### src/pkg/tss_pkg.sv
// constants and carriers for the two-wire serial slave block
// assumes byte-wide registers on a 32-bit classic wishbone slave
package tss_pkg;
    localparam logic [4:0] ADR_MODE = 5'h00;
    localparam logic [4:0] ADR_STAT = 5'h04;
    localparam logic [4:0] ADR_SADR = 5'h08;
    localparam logic [4:0] ADR_DATA = 5'h0c;
    localparam logic [4:0] ADR_TOUT = 5'h10;
    localparam logic [4:0] ADR_IRQS = 5'h14;
    localparam logic [4:0] ADR_IRQM = 5'h18;
    localparam logic [2:0] MODE_TWI = 3'h6;
    localparam logic [2:0] MODE_OFF = 3'h7;
    localparam logic [7:0] MODE_RST = 8'he0;
    localparam logic [7:0] STAT_RST = 8'h81;
    localparam logic [1:0] DEB_NONE = 2'h0;
    localparam logic [1:0] DEB_TWO = 2'h1;
    localparam logic [2:0] DEB_CNT2 = 3'h2;
    localparam logic [2:0] DEB_CNT4 = 3'h4;
    localparam logic [3:0] BITS_BYTE = 4'h8;
    localparam int IRQ_DONE = 0;
    localparam int IRQ_MATCH = 1;
    localparam int IRQ_STOP = 2;
    localparam logic [2:0] IRQ_MASK_W = 3'h7;

    typedef struct packed {
        logic [2:0] mode_select;
        logic [1:0] debounce_select;
        logic interface_enable;
        logic spi_incomplete_flag;
    } tss_mode_t;

    typedef struct packed {
        logic transfer_done_flag;
        logic address_match_flag;
        logic bus_busy_flag;
        logic transmit_select;
        logic ack_to_send;
        logic master_read_flag;
        logic match_wakeup_enable;
        logic ack_received_flag;
    } tss_stat_t;

    typedef enum logic [4:0] {
        ST_IDLE = 5'b00001,
        ST_ADDR = 5'b00010,
        ST_ACK = 5'b00100,
        ST_DATA = 5'b01000,
        ST_SKIP = 5'b10000
    } tss_state_t;
endpackage

### src/verilog/tss_slave.sv
// two-wire serial slave with wishbone register access
// assumes the bus clock is far slower than clock; pins open drain, pulled up outside
`timescale 1ns/1ps
// Overview of operation
// - three-bit mode field; 110 selects two-wire slave, 111 disables.
// - debounce field: 00 none, 01 two cycles, 1x four cycles.
// - debounce only acts in two-wire slave mode.
// - enable off releases lines and idles logic; on activates.
// - enable rise keeps transmit and ack bits, resets the status flags.
// - own address in bits 7..1; bit 0 ignored for matching.
// - device selected only when received address equals own address.
// - one shared data register for sent and received bytes.
// - address register shares its location with spi control two.
// - device is slave only; never makes clock or start.
// - lines driven open drain: pull low or release.
// - mode register bit 4 reads zero.
// - busy set on start, cleared on stop.
// - first seven bits address msb first, eighth bit direction.
// - finished data byte sets done flag and raises interrupt.
// - ack-to-send driven onto data on the ninth clock of each received data byte.
module tss_slave (
    input wire logic clock,
    input wire logic rst_b,
    input wire logic [4:0] wb_adr_i,
    input wire logic [31:0] wb_dat_i,
    output logic [31:0] wb_dat_o,
    input wire logic [3:0] wb_sel_i,
    input wire logic wb_we_i,
    input wire logic wb_cyc_i,
    input wire logic wb_stb_i,
    output logic wb_ack_o,
    input wire logic scl_i,
    output logic scl_o,
    output logic scl_oe,
    input wire logic sda_i,
    output logic sda_o,
    output logic sda_oe,
    output logic irq
);
    tss_pkg::tss_mode_t mode_q;
    tss_pkg::tss_stat_t stat_q;
    tss_pkg::tss_state_t state_q;
    logic [7:0] sadr_q, data_q, tout_q, shift_q;
    logic [2:0] irqs_q, irqm_q, ev;
    logic [3:0] bit_q;
    logic [2:0] deb_q, sda_deb_q;
    logic [1:0] scl_s_q, sda_s_q;
    logic scl_f_q, sda_f_q, scl_p_q, sda_p_q, en_p_q, ack_q, drv_q;
    logic active, en_rise, scl_rise, scl_fall, start_c, stop_c;
    logic wr, rd_hit, data_rd, data_wr, addr_ok;
    logic [2:0] deb_len;

    assign active = mode_q.interface_enable && mode_q.mode_select == tss_pkg::MODE_TWI;
    assign en_rise = active && !en_p_q;
    assign wr = wb_cyc_i && wb_stb_i && wb_we_i && wb_ack_o && wb_sel_i[0];
    assign data_rd = wb_cyc_i && wb_stb_i && !wb_we_i && !wb_ack_o
        && wb_adr_i == tss_pkg::ADR_DATA;
    assign data_wr = wr && wb_adr_i == tss_pkg::ADR_DATA;
    assign addr_ok = shift_q[7:1] == sadr_q[7:1];

    // sync both lines before anything looks at them
    always_ff @(posedge clock) begin
        if (!rst_b) begin
            scl_s_q <= 2'h3;
            sda_s_q <= 2'h3;
        end else begin
            scl_s_q <= {scl_s_q[0], scl_i};
            sda_s_q <= {sda_s_q[0], sda_i};
        end
    end

    always_comb begin
        unique case (mode_q.debounce_select)
            tss_pkg::DEB_NONE: deb_len = 3'h0;
            tss_pkg::DEB_TWO: deb_len = tss_pkg::DEB_CNT2;
            default: deb_len = tss_pkg::DEB_CNT4;
        endcase
        if (mode_q.mode_select != tss_pkg::MODE_TWI) begin
            deb_len = 3'h0;
        end
    end

    // clock filter: a new level must persist deb_len + 1 cycles
    always_ff @(posedge clock) begin
        if (!rst_b) begin
            scl_f_q <= 1'b1;
            deb_q <= 3'h0;
        end else if (scl_s_q[1] == scl_f_q) begin
            deb_q <= 3'h0;
        end else if (deb_q >= deb_len) begin
            scl_f_q <= scl_s_q[1];
            deb_q <= 3'h0;
        end else begin
            deb_q <= deb_q + 3'h1;
        end
    end

    // data line delayed alike, so start and stop keep their place against the clock
    always_ff @(posedge clock) begin
        if (!rst_b) begin
            sda_f_q <= 1'b1;
            sda_deb_q <= 3'h0;
        end else if (sda_s_q[1] == sda_f_q) begin
            sda_deb_q <= 3'h0;
        end else if (sda_deb_q >= deb_len) begin
            sda_f_q <= sda_s_q[1];
            sda_deb_q <= 3'h0;
        end else begin
            sda_deb_q <= sda_deb_q + 3'h1;
        end
    end

    always_ff @(posedge clock) begin
        if (!rst_b) begin
            scl_p_q <= 1'b1;
            sda_p_q <= 1'b1;
            en_p_q <= 1'b0;
        end else begin
            scl_p_q <= scl_f_q;
            sda_p_q <= sda_f_q;
            en_p_q <= active;
        end
    end

    assign scl_rise = scl_f_q && !scl_p_q;
    assign scl_fall = !scl_f_q && scl_p_q;
    assign start_c = active && scl_f_q && scl_p_q && sda_p_q && !sda_f_q;
    assign stop_c = active && scl_f_q && scl_p_q && !sda_p_q && sda_f_q;

    // byte engine; ack_q marks the ninth bit slot
    always_ff @(posedge clock) begin
        if (!rst_b || !active) begin
            state_q <= tss_pkg::ST_IDLE;
            bit_q <= 4'h0;
            shift_q <= 8'h00;
            ack_q <= 1'b0;
            drv_q <= 1'b0;
        end else if (start_c) begin
            state_q <= tss_pkg::ST_ADDR;
            bit_q <= 4'h0;
            drv_q <= 1'b0;
        end else if (stop_c) begin
            state_q <= tss_pkg::ST_IDLE;
            drv_q <= 1'b0;
        end else begin
            unique case (state_q)
                tss_pkg::ST_IDLE, tss_pkg::ST_SKIP: begin
                    drv_q <= 1'b0;
                end
                tss_pkg::ST_ADDR: begin
                    if (scl_rise) begin
                        shift_q <= {shift_q[6:0], sda_f_q};
                        bit_q <= bit_q + 4'h1;
                    end
                    if (scl_fall && bit_q == tss_pkg::BITS_BYTE) begin
                        bit_q <= 4'h0;
                        if (shift_q[7:1] == sadr_q[7:1]) begin
                            state_q <= tss_pkg::ST_ACK;
                            ack_q <= 1'b1;
                            drv_q <= 1'b1;
                        end else begin
                            state_q <= tss_pkg::ST_SKIP;
                        end
                    end
                end
                tss_pkg::ST_ACK: begin
                    if (scl_fall) begin
                        state_q <= tss_pkg::ST_DATA;
                        ack_q <= 1'b0;
                        shift_q <= data_q;
                        drv_q <= stat_q.transmit_select && !data_q[7];
                    end
                end
                tss_pkg::ST_DATA: begin
                    if (scl_rise && !ack_q) begin
                        shift_q <= {shift_q[6:0], sda_f_q};
                        bit_q <= bit_q + 4'h1;
                    end
                    if (scl_fall) begin
                        if (ack_q) begin
                            ack_q <= 1'b0;
                            shift_q <= data_q;
                            drv_q <= stat_q.transmit_select && !data_q[7]
                                && !stat_q.ack_received_flag;
                        end else if (bit_q == tss_pkg::BITS_BYTE) begin
                            bit_q <= 4'h0;
                            ack_q <= 1'b1;
                            drv_q <= !stat_q.transmit_select
                                && !stat_q.ack_to_send;
                        end else begin
                            drv_q <= stat_q.transmit_select && !shift_q[7];
                        end
                    end
                end
                default: state_q <= tss_pkg::ST_IDLE;
            endcase
        end
    end

    wire byte_end = state_q == tss_pkg::ST_DATA && scl_fall && !ack_q
        && bit_q == tss_pkg::BITS_BYTE;
    wire addr_end = state_q == tss_pkg::ST_ADDR && scl_fall && bit_q == tss_pkg::BITS_BYTE;
    wire ack_smp = state_q == tss_pkg::ST_DATA && ack_q && scl_rise;

    assign ev[tss_pkg::IRQ_DONE] = byte_end;
    assign ev[tss_pkg::IRQ_MATCH] = addr_end && addr_ok;
    assign ev[tss_pkg::IRQ_STOP] = stop_c;

    // received byte lands in the shared register
    always_ff @(posedge clock) begin
        if (!rst_b) begin
            data_q <= 8'h00;
        end else if (byte_end && !stat_q.transmit_select) begin
            data_q <= shift_q;
        end else if (data_wr) begin
            data_q <= wb_dat_i[7:0];
        end
    end

    always_ff @(posedge clock) begin
        if (!rst_b) begin
            stat_q <= tss_pkg::STAT_RST;
        end else begin
            if (wr && wb_adr_i == tss_pkg::ADR_STAT) begin
                stat_q.transmit_select <= wb_dat_i[4];
                stat_q.ack_to_send <= wb_dat_i[3];
                stat_q.match_wakeup_enable <= wb_dat_i[1];
            end
            if (data_rd || data_wr) begin
                stat_q.transfer_done_flag <= 1'b0;
            end
            if (en_rise) begin
                stat_q.transfer_done_flag <= 1'b1;
                stat_q.address_match_flag <= 1'b0;
                stat_q.bus_busy_flag <= 1'b0;
                stat_q.master_read_flag <= 1'b0;
                stat_q.ack_received_flag <= 1'b1;
            end
            if (start_c) begin
                stat_q.bus_busy_flag <= 1'b1;
                stat_q.transfer_done_flag <= 1'b0;
                stat_q.address_match_flag <= 1'b0;
            end
            if (stop_c) begin
                stat_q.bus_busy_flag <= 1'b0;
                stat_q.transfer_done_flag <= 1'b1;
            end
            if (addr_end) begin
                stat_q.address_match_flag <= addr_ok;
                stat_q.master_read_flag <= shift_q[0];
            end
            if (byte_end) begin
                stat_q.transfer_done_flag <= 1'b1;
            end
            if (ack_smp) begin
                stat_q.ack_received_flag <= sda_f_q;
            end
        end
    end

    always_ff @(posedge clock) begin
        if (!rst_b) begin
            mode_q <= {tss_pkg::MODE_RST[7:5], tss_pkg::MODE_RST[3:0]};
            sadr_q <= 8'h00;
            tout_q <= 8'h00;
            irqm_q <= 3'h0;
        end else if (wr) begin
            unique case (wb_adr_i)
                tss_pkg::ADR_MODE: mode_q <= {wb_dat_i[7:5], wb_dat_i[3:0]};
                tss_pkg::ADR_SADR: sadr_q <= wb_dat_i[7:0];
                tss_pkg::ADR_TOUT: tout_q <= wb_dat_i[7:0];
                tss_pkg::ADR_IRQM: irqm_q <= wb_dat_i[2:0];
                default: ;
            endcase
        end
    end

    // sticky events, write one clears, set wins
    always_ff @(posedge clock) begin
        if (!rst_b) begin
            irqs_q <= 3'h0;
        end else if (wr && wb_adr_i == tss_pkg::ADR_IRQS) begin
            irqs_q <= (irqs_q & ~wb_dat_i[2:0]) | ev;
        end else begin
            irqs_q <= irqs_q | ev;
        end
    end

    assign irq = |(irqs_q & irqm_q);

    always_ff @(posedge clock) begin
        if (!rst_b) begin
            wb_ack_o <= 1'b0;
            wb_dat_o <= 32'h0;
        end else begin
            wb_ack_o <= wb_cyc_i && wb_stb_i && !wb_ack_o;
            unique case (wb_adr_i)
                tss_pkg::ADR_MODE: wb_dat_o <= {24'h0, mode_q[6:4], 1'b0, mode_q[3:0]};
                tss_pkg::ADR_STAT: wb_dat_o <= {24'h0, stat_q};
                tss_pkg::ADR_SADR: wb_dat_o <= {24'h0, sadr_q};
                tss_pkg::ADR_DATA: wb_dat_o <= {24'h0, data_q};
                tss_pkg::ADR_TOUT: wb_dat_o <= {24'h0, tout_q};
                tss_pkg::ADR_IRQS: wb_dat_o <= {29'h0, irqs_q};
                tss_pkg::ADR_IRQM: wb_dat_o <= {29'h0, irqm_q};
                default: wb_dat_o <= 32'h0;
            endcase
        end
    end

    assign scl_o = 1'b0;
    assign scl_oe = 1'b0;
    assign sda_o = 1'b0;
    assign sda_oe = active && drv_q;

    a_busy_start: assert property (@(posedge clock) disable iff (!rst_b)
        start_c |=> stat_q.bus_busy_flag) else $error("busy not set on start");
    a_busy_stop: assert property (@(posedge clock) disable iff (!rst_b)
        stop_c && !start_c |=> !stat_q.bus_busy_flag) else $error("busy not cleared");
    a_done_byte: assert property (@(posedge clock) disable iff (!rst_b)
        byte_end |=> stat_q.transfer_done_flag && irqs_q[0]) else $error("done missing");
    a_idle_off: assert property (@(posedge clock) disable iff (!rst_b)
        !active |=> !sda_oe) else $error("driving while off");
    a_enable_flags: assert property (@(posedge clock) disable iff (!rst_b)
        en_rise && !start_c |=> !stat_q.bus_busy_flag && stat_q.ack_received_flag)
        else $error("flags not reset on enable");
    a_match_addr: assert property (@(posedge clock) disable iff (!rst_b)
        addr_end |=> stat_q.address_match_flag == $past(addr_ok)) else $error("match wrong");
    a_mode_bit4: assert property (@(posedge clock) disable iff (!rst_b)
        wb_ack_o && $past(wb_adr_i) == tss_pkg::ADR_MODE |-> !wb_dat_o[4])
        else $error("bit 4 nonzero");
    a_scl_never: assert property (@(posedge clock) disable iff (!rst_b)
        !scl_oe && !sda_o) else $error("line driven high");
    a_ack_send: assert property (@(posedge clock) disable iff (!rst_b)
        byte_end && !stat_q.transmit_select |=> !active
        || sda_oe == !$past(stat_q.ack_to_send)) else $error("ack bit not driven");
    a_stop_done: assert property (@(posedge clock) disable iff (!rst_b)
        stop_c |=> stat_q.transfer_done_flag && irqs_q[tss_pkg::IRQ_STOP])
        else $error("stop not flagged");
    c_start: cover property (@(posedge clock) start_c);
    c_match: cover property (@(posedge clock) ev[1]);
    c_byte: cover property (@(posedge clock) byte_end);
    c_stop: cover property (@(posedge clock) stop_c);
endmodule
### config.mk
export PLATFORM = sky130hd
export DESIGN_NAME = tss_slave
export DESIGN_NICKNAME = d
export VERILOG_FILES = /design/src/pkg/tss_pkg.sv /design/src/verilog/tss_slave.sv
export SDC_FILE = /design/constraint.sdc
export NUM_CORES = 1
export LEC_CHECK = 0
export BUFFER_PORTS_ARGS = -buffer_cell sky130_fd_sc_hd__buf_2
export CAP_MARGIN = 20
export CORE_ASPECT_RATIO = 0.7
export CORE_UTILIZATION = 25
export CTS_CLUSTER_SIZE = 16
export DETAILED_ROUTE_END_ITERATION = 10
export SYNTH_ARGS = -nofsm -noshare
export SYNTH_HDL_FRONTEND = slang
export SYNTH_SLANG_ARGS = --single-unit
### constraint.sdc
create_clock -name clock -period 1.84 [get_ports clock]
set_input_delay 0.092 -clock clock [delete_from_list [all_inputs] [get_ports clock]]
set_output_delay 0.092 -clock clock [all_outputs]
set_load 0.1 [all_outputs]
==> results of run 1 <==
[worst max-delay path, cell delays in order (launching register included)]
cell      delay (ns)
dfxtp_4         0.37
nor3_4          0.31
buf_4           0.18
o21ai_4         0.07
buf_12          0.14
a221o_1         0.36
a21oi_2         0.16
a211oi_2        0.05
[cell usage after synthesis, drive strengths merged (7+ instances only)]
library cell,instances
dfxtp,88
nor2,61
nand2,44
buf,43
a21oi,36
nand3,29
mux2i,23
nor3,17
o21ai,16
a211oi,14
inv,14
nand2b,12
xnor2,11
a222oi,9
a311oi,9
clkbuf,9
a211o,8
and2,8
ha,8
nor2b,7
[metrics by stage]
stage | util [%] | instances | setup TNS (ns) | total power [mW]
2_1_floorplan | - | 570 | 0 | 2.31
3_3_place_gp | 29.8 | 841 | 0 | 2.34
3_5_place_dp | 29.8 | 841 | -0.0207 | 2.34
4_1_cts | 31.7 | 859 | 0 | 4.17
5_1_grt | 32.2 | 863 | -0.0276 | 4.29
6_report | 32.2 | 863 | 0 | 4.13
[routing by layer]
layer	track usage (%)	vias up	share of wire (%)
met3	4.67	6	9.7
met5	0	-	0
met1	21.1	2016	51
li1	-	2087	-
met4	3.15	0	0.74
met2	18.4	122	39
[sequential cells by signal (all words and copies together) (netlist names), 5 cells and up]
name	flops
data_q	8
sadr_q	8
shift_q	8
stat_q	8
tout_q	8
wb_dat_o	8
mode_q	7
state_q	5
[cell families after synthesis]
kind of cell    Yosys count
simple gates            211
flops                    88
fa+ha+maj                 8
xor+xnor                 14
buf+inv                  66
mux                      23
other cells               1
compound gates          133
[worst max path at each step]
stage | to | depth (start not counted) | from
detailed placement | bit_q[1]$_SDFFE_PP0P_ | 6 | state_q[2]$_SDFFE_PP0P_
global placement | shift_q[2]$_SDFFE_PP0P_ | 6 | state_q[3]$_SDFFE_PP0P_
CTS | bit_q[1]$_SDFFE_PP0P_ | 7 | bit_q[0]$_SDFFE_PP0P_
finish | shift_q[4]$_SDFFE_PP0P_ | 7 | state_q[1]$_SDFFE_PP0P_
global route | scl_f_q$_SDFFE_PN1P_ | 9 | mode_q[5]$_SDFFE_PN1P_
floorplan | data_q[5]$_SDFFE_PN0P_ | 6 | wb_ack_o$_SDFF_PN0_
[cell type report]
class,instances,area [sq um]
clock buffer,10,250
multi-input combinational,416,2760
fill,1896,12400
timing repair buffer,93,703
sequential,88,1780
clock inverter,6,46.3
inverter,14,52.6
tap,236,295
[timing repair]
action | 4_1_cts | 5_1_grt
endpoints found under the hold margin | 2 | 0
pin swaps | 0 | 8
buffers inserted | 0 | 4
setup endpoints to repair | 7 | 26
gates resized for setup | 5 | 23
hold buffers | 2 | 0
[power by group]
group          leakage (nW)  total, mW  internal [mW]  switching (mW)
sequential            0.713       1.91           1.91         0.00565
combinational          1.38      0.388         0.0505           0.337
clock                 0.141       1.83           1.01           0.820
==> flow_summary.toml, run 1 <==
[clocking]
cts_made_buffers = 9
cts.sinks = 88
clkLatencyLatePin_ns = 0.34
clock-root-buffer = "clkbuf_16"
h-tree-depth = 3
clkTransAtPathRegs_ns = 0.07
clock_path_buffers = 2
cts_tree = "built"

[final_layout]
final_nets = 678
drive_gt1_share_pct = 23.6
final_common_cell = "dfxtp_1"
antenna_cells = 0
area_growth_pct = 24.6
final_area_sq_um = 5890
layout_common_cells = "dfxtp_1 (80), nor2_1 (59), buf_4 (55)"

[sta]
worst_slack_ns = 0.0771
setup_viol = 0
hold_slack_ns = 0.0475
final_hold_viol_count = 0
min_period_ns = 1.76
worstMarginPinSlew_ns = 0.664
post-route-period-util_pct = 95.8
drv_slew = 0
grt_setup_unrepaired = "true"
slew_headroom_pct = 55.7
clock.fmax_mhz = 567
fin_skew_ns = 0.00679

[global_route]
grt_first_pass_wirelength_mm = 20.9
grt_max_degree = 38
grt_overflow_total = 0
antenna_found_initial = 0
grt_usage_pct = 13.9
grt_pass1_vias = 3771

[synthesis]
synth-simple-area-share_pct = 24.3
yosysTopAreaCellShare_pct = 37.3
synth_top_cell_by_area = "dfxtp_1"
synthCells = 544
async_reset_ff_share_pct = 0
yosysWarnings = 0
synthMuxAreaShare_pct = 4.87
synth-xor-area-share_pct = 2.60
synth.distinct_cells = 70
synth_compound_area_share_pct = 20.6
synthAdderAreaFrac_pct = 2.12
synthTopCellsByArea = "dfxtp_1 (37%), mux2i_1 (4.9%), buf_4 (4.8%)"
yosysSeqAreaShare_pct = 37.3
syn-cell-area_sq_um = 4720
ys_ff_latch = 88
synth_edf_count = 0
synth_area_per_cell_sq_um = 8.68
synth_ff_type = "dfxtp_1"
synth_top_family_by_area = "simple AND/OR/NAND/NOR gates"

[routing]
dr_total_vias = 4231
dr.pass1.iters = 8
detail-route-antenna-nets = 0
routed_wl_mm = 13.3
post_drt_wl_per_cell_um = 15.5
drc = 3
first_iter_violations = 544
vias_per_cell = 4.90

[placement]
dpl.hpwl_mm = 10.1
dp_slack_ns = -0.0207
port_buffers = 31
postPlaceCellArea_sq_um = 5440
finalWeightedCongestion = 0.836

[worst_setup_path]
cp.arrival_ns = 2.00
required_ns = 2.08
crit_type = "register to register"
reg2regPathDepth = 7
worstPathMaxFanout = 8
r2r_start = "state_q[1]$_SDFFE_PP0P_"
rrSetupSlack_ns = 0.08
cp-start-kind = "register"
r2r_end = "shift_q[4]$_SDFFE_PP0P_"
cp-end-kind = "register"

[floorplan]
die_h_um = 117
boundaryPins = 86
initial_utilization_pct = 25.9
core-area_sq_um = 18300
die_area_sq_um = 19500
die_x_um = 166
row_count = 41

[status]
status = "finished with violations"
failed_checks = "design-rule violations"

[pwr]
p_leak_nw = 2.24
peakVddDrop_uv = 390
pwr_density_cell_nw_per_um2 = 702

[min_path]
hp-class = "input port to register"
whs_endpoint = "tout_q[4]$_SDFFE_PN0P_"
hold_depth = 3
hp-start = "wb_dat_i[4]"

[flow_run]
maxCapViolations = 0
Note: power is estimated with default switching activity, not from simulation.
==> inputs of run 2 (changes only) <==
BUFFER_PORTS_ARGS = -buffer_cell sky130_fd_sc_hd__buf_4   (was -buffer_cell sky130_fd_sc_hd__buf_2)
==> run 2 against run 1 <==
Compared with the run above:
- the flow still finishes with violations (design-rule violations)
- final cell count decreased by 0.35%
- total power increased by 3.0%
- clock-buffer cell count unchanged
- via count increased by 0.71%
- critical endpoint is now drv_q$_SDFFE_PP0P_
- largest power group is now clock
==> flow_summary.toml, run 2 (synthesized netlist as in run 1, its figures left out) <==
[sta]
min_period_ns = 1.76
clock.fmax_mhz = 567
tns_ns = 0
grt_setup_unrepaired = "true"
worstMarginPinSlew_ns = 0.616
final_hold_viol_count = 0
post-route-period-util_pct = 95.9
fin_skew_ns = 0.00457
setup_viol = 0
slew_headroom_pct = 58.5
drv_slew = 0
hold_slack_ns = 0.0261

[worst_setup_path]
cp-end-kind = "register"
cp-start-kind = "register"
cp.arrival_ns = 2.02
path_cells = "or3_4 -> nor3_4 -> o21ai_1 -> o2111a_1 -> nor4_1"
required_ns = 2.10
crit_type = "register to register"
max_stage_delay_ns = 0.44
worstPathMaxFanout = 5
path_delay_family = "simple AND/OR/NAND/NOR gates"
crit_slowest_cell = "or3_4"
crit_buf_inv = 0

[pwr]
peakVddDrop_uv = 356
p_leak_nw = 2.25
pwr_density_cell_nw_per_um2 = 716
power_mw = 4.26

[clocking]
cts_tree = "built"
cts_made_buffers = 9
h-tree-depth = 3
clock-root-buffer = "clkbuf_16"
clkTransAtPathRegs_ns = 0.07
clkLatencyLatePin_ns = 0.35
clock_path_buffers = 2
cts.sinks = 88

[routing]
first_iter_violations = 504
dr_total_vias = 4261
post_drt_wl_per_cell_um = 15.6
vias_per_cell = 4.95
drc = 3
routed_wl_mm = 13.4
dr.pass1.iters = 8
detail-route-antenna-nets = 0

[global_route]
grt_max_degree = 33
antenna_found_initial = 0
grt_first_pass_wirelength_mm = 21.2
grt_usage_pct = 14.1
grt_overflow_total = 0
grt_pass1_vias = 3866

[final_layout]
drive_gt1_share_pct = 22.8
final_nets = 675
antenna_cells = 0
final_area_sq_um = 5950
post-route-util_pct = 32.6
area_growth_pct = 25.9
layout_common_cells = "dfxtp_1 (82), buf_4 (82), nor2_1 (59)"

[min_path]
hp-class = "input port to register"

[floorplan]
die_h_um = 117
core-area_sq_um = 18300
initial_utilization_pct = 25.9
boundaryPins = 86
die_area_sq_um = 19500
die_x_um = 166
row_count = 41

[placement]
postPlaceCellArea_sq_um = 5510
port_buffers = 31
dpl.hpwl_mm = 10.0
finalWeightedCongestion = 0.819

[flow_run]
maxCapViolations = 0

[status]
failed_checks = "design-rule violations"
status = "finished with violations"
run 2: cell count changes in the layout (fill, tap and decap cells not counted), moves of 2 or more:
cell      previous run  this run
nor2_4               0         2
dfxtp_1             80        82
buf_2               30         0
inv_6                3         1
a21oi_1             32        34
buf_4               55        82
a21oi_2              3         1
nor2_2               2         0
clkinv_4             0         2
run 2: stage by stage:
stage	setup WS (ns)	std cells
final	0.0756	860
after CTS	0.0152	860
after floorplan	0.0113	570
after global placement	0.0141	842
after detailed placement	-0.0791	842
after global routing	-0.0223	860
run 2: layer usage:
| layer | GRT usage, % | wire length (um) | vias to the layer above |
|---|---|---|---|
| li1 | - | - | 2089 |
| met2 | 18.9 | 5230 | 165 |
| met5 | 0 | 0 | - |
| met4 | 3.15 | 110 | 0 |
| met1 | 21.8 | 6790 | 1998 |
| met3 | 3.60 | 1260 | 9 |
run 2: cell type report:
type | instances | area (sq um)
Sequential cell | 88 | 1770
Timing Repair Buffer | 90 | 747
Fill cell | 1903 | 12300
Clock buffer | 10 | 239
Multi-Input combinational cell | 416 | 2770
Inverter | 14 | 52.6
Clock inverter | 6 | 75.1
Tap cell | 236 | 295
run 2: power breakdown:
part	leakage (nW)	switching [mW]	internal [mW]	total [mW]
Sequential	0.713	0.00562	1.91	1.92
Clock	0.151	0.830	1.11	1.94
Combinational	1.38	0.338	0.0634	0.402
Total	2.25	1.17	3.08	4.26
run 2: worst paths after layout:
kind / from / to / slack [ns] / depth (start not counted)
min reg2reg: sda_s_q[0]$_SDFF_PN1_ / sda_s_q[1]$_SDFF_PN1_ / 0.41 / 1
max: state_q[4]$_SDFFE_PP0P_ / drv_q$_SDFFE_PP0P_ / 0.08 / 5
min: wb_dat_i[4] / stat_q[4]$_SDFFE_PN0P_ / 0.03 / 3
max reg2reg: state_q[4]$_SDFFE_PP0P_ / drv_q$_SDFFE_PP0P_ / 0.08 / 5
run 2: worst register-to-register path, cell delays in order (launching register included):
cell and delay [ns]:
dfxtp_1 0.35, or3_4 0.44, nor3_4 0.33, o21ai_1 0.16, o2111a_1 0.15, nor4_1 0.24
run 2: timing repair:
item                       4_1_cts  5_1_grt
buffers inserted                 0        0
pin swaps                        0        9
hold endpoints to repair         2        0
gates resized for setup          3       22
setup endpoints to repair        9       23
hold buffers                     2        0
cloned                           0        0
==> inputs of run 3 (changes only) <==
GPL_TIMING_DRIVEN = 0   (was default)
clock period = 2.1 ns   (was 1.84 ns; I/O delays follow)
==> run 3 against run 2 <==
Compared with the run above:
- the run still ends with design-rule violations left
- critical path depth rose by 1
- non-clock buffer count down 3
- final cell count decreased by 0.35%
- first-iteration DRC count decreased by 13%
- wire length increased by 0.56%
- hold slack better by 0.037 ns
- die area stayed put
- clock power fell by 13%
- sequential share of layout area is 1.0 points higher
- register-to-register slack improved by 0.02 ns
- clock-buffer cell count increased by 1
- via count down 0.26%
==> flow_summary.toml, run 3 (synthesized netlist as in run 1, its figures left out) <==
[status]
status = "finished with violations"
failed_checks = "design-rule violations"

[clocking]
h-tree-depth = 3
cts_made_buffers = 9
clock-root-buffer = "clkbuf_16"
clkLatencyLatePin_ns = 0.34
cts.sinks = 88
clkTransAtPathRegs_ns = 0.07
cts_tree = "built"
clock_path_buffers = 2

[global_route]
grt_first_pass_wirelength_mm = 21.5
grt_max_degree = 16
grt_overflow_total = 0
grt_usage_pct = 14.3
grt_pass1_vias = 3738
antenna_found_initial = 0

[routing]
post_drt_wl_per_cell_um = 15.7
dr_total_vias = 4250
vias_per_cell = 4.96
detail-route-antenna-nets = 0
first_iter_violations = 439
routed_wl_mm = 13.5
drc = 3
dr.pass1.iters = 8

[floorplan]
die_area_sq_um = 19500
row_count = 41
die_h_um = 117
core-area_sq_um = 18300
boundaryPins = 86
die_x_um = 166
initial_utilization_pct = 25.9

[sta]
clock.fmax_mhz = 498
drv_slew = 0
slew_headroom_pct = 53.4
min_period_ns = 2.01
final_hold_viol_count = 0
grt_setup_unrepaired = "true"
fin_skew_ns = 0.00793
worstMarginPinSlew_ns = 0.699
setup_viol = 0
post-route-period-util_pct = 95.5

[final_layout]
area_growth_pct = 21.3
layout_common_cells = "dfxtp_1 (85), buf_4 (63), nor2_1 (60)"
post-route-util_pct = 31.4
final_common_cell = "dfxtp_1"
drive_gt1_share_pct = 19.2
final_area_sq_um = 5730
final_nets = 672
antenna_cells = 0

[pwr]
peakVddDrop_uv = 307
pwr_density_cell_nw_per_um2 = 655
p_int_mw = 2.73
switching_share_pct = 27.4
p_leak_nw = 2.14
power_frac_seq_pct = 44.7
power.switching_mw = 1.03
clkPwrFrac_pct = 44.8
combPwrFrac_pct = 10.5

[placement]
port_buffers = 31
finalWeightedCongestion = 0.837
postPlaceCellArea_sq_um = 5350
dpl.hpwl_mm = 10.1

[flow_run]
maxCapViolations = 0

[worst_setup_path]
cp-end-kind = "register"
required_ns = 2.34
crit_type = "register to register"
cp.arrival_ns = 2.25
worstPathMaxFanout = 10
cp-start-kind = "register"

[min_path]
hp-class = "input port to register"
## run 3: layout make-up
type / instances / area (sq um)
Fill cell: 1926 / 12500
Multi-Input combinational cell: 416 / 2710
Inverter: 14 / 52.6
Timing Repair Buffer: 35 / 268
Sequential cell: 88 / 1770
Clock buffer: 11 / 243
Buffer: 52 / 332
Clock inverter: 5 / 65.1
Tap cell: 236 / 295
## run 3: final timing paths
kind,from,end,slack (ns),depth (start not counted)
setup reg to reg,state_q[0]$_SDFFE_PP1P_,shift_q[5]$_SDFFE_PP0P_,0.09,6
hold reg to reg,sda_s_q[0]$_SDFF_PN1_,sda_s_q[1]$_SDFF_PN1_,0.41,1
hold / removal,wb_stb_i,wb_ack_o$_SDFF_PN0_,0.06,3
setup / recovery,state_q[0]$_SDFFE_PP1P_,shift_q[5]$_SDFFE_PP0P_,0.09,6
## run 3: what timing repair did
item                                    in CTS  in global routing
hold buffers                                 2                  0
endpoints found under the hold margin        2                  0
gates resized for setup                      1                 10
endpoints found under the setup margin       2                 18
setup buffers                                0                  2
pin swaps                                    0                  2
## run 3: critical path, cell delays in order (launching register included)
cell	delay (ns)
dfxtp_1	0.38
nor3_2	0.46
and2_1	0.24
buf_4	0.19
a21oi_1	0.08
a211o_1	0.30
a211oi_1	0.25
## run 3: stage by stage
step	total power, mW	std cells	TNS, ns	worst slack [ns]	hold slack (ns)
3_3_place_gp	2.10	837	-0.0177	-0.0177	0.294
4_1_cts	3.77	855	0	0.0446	0.0518
6_report	3.76	857	0	0.0935	0.0634
2_1_floorplan	2.03	570	0	0.0969	0.206
5_1_grt	3.86	857	-0.00309	-0.00309	0.0686
3_5_place_dp	2.10	837	-0.0220	-0.0220	0.292
## run 3: power by group through the flow
stage,Clock [mW],Sequential [mW],Combinational (mW)
4_1_cts,1.70,1.68,0.391
5_1_grt,1.77,1.68,0.414
3_3_place_gp,0,1.72,0.388
3_5_place_dp,0,1.72,0.387
2_1_floorplan,0,1.72,0.304
6_report,1.68,1.68,0.396
## run 3: per-layer routing
metal	track usage (%)	wire [um]	vias to the layer above
li1	-	-	2076
met1	21.3	6610	2004
met2	19.0	5270	158
met3	4.98	1460	12
met4	3.52	119	0
met5	0	0	-
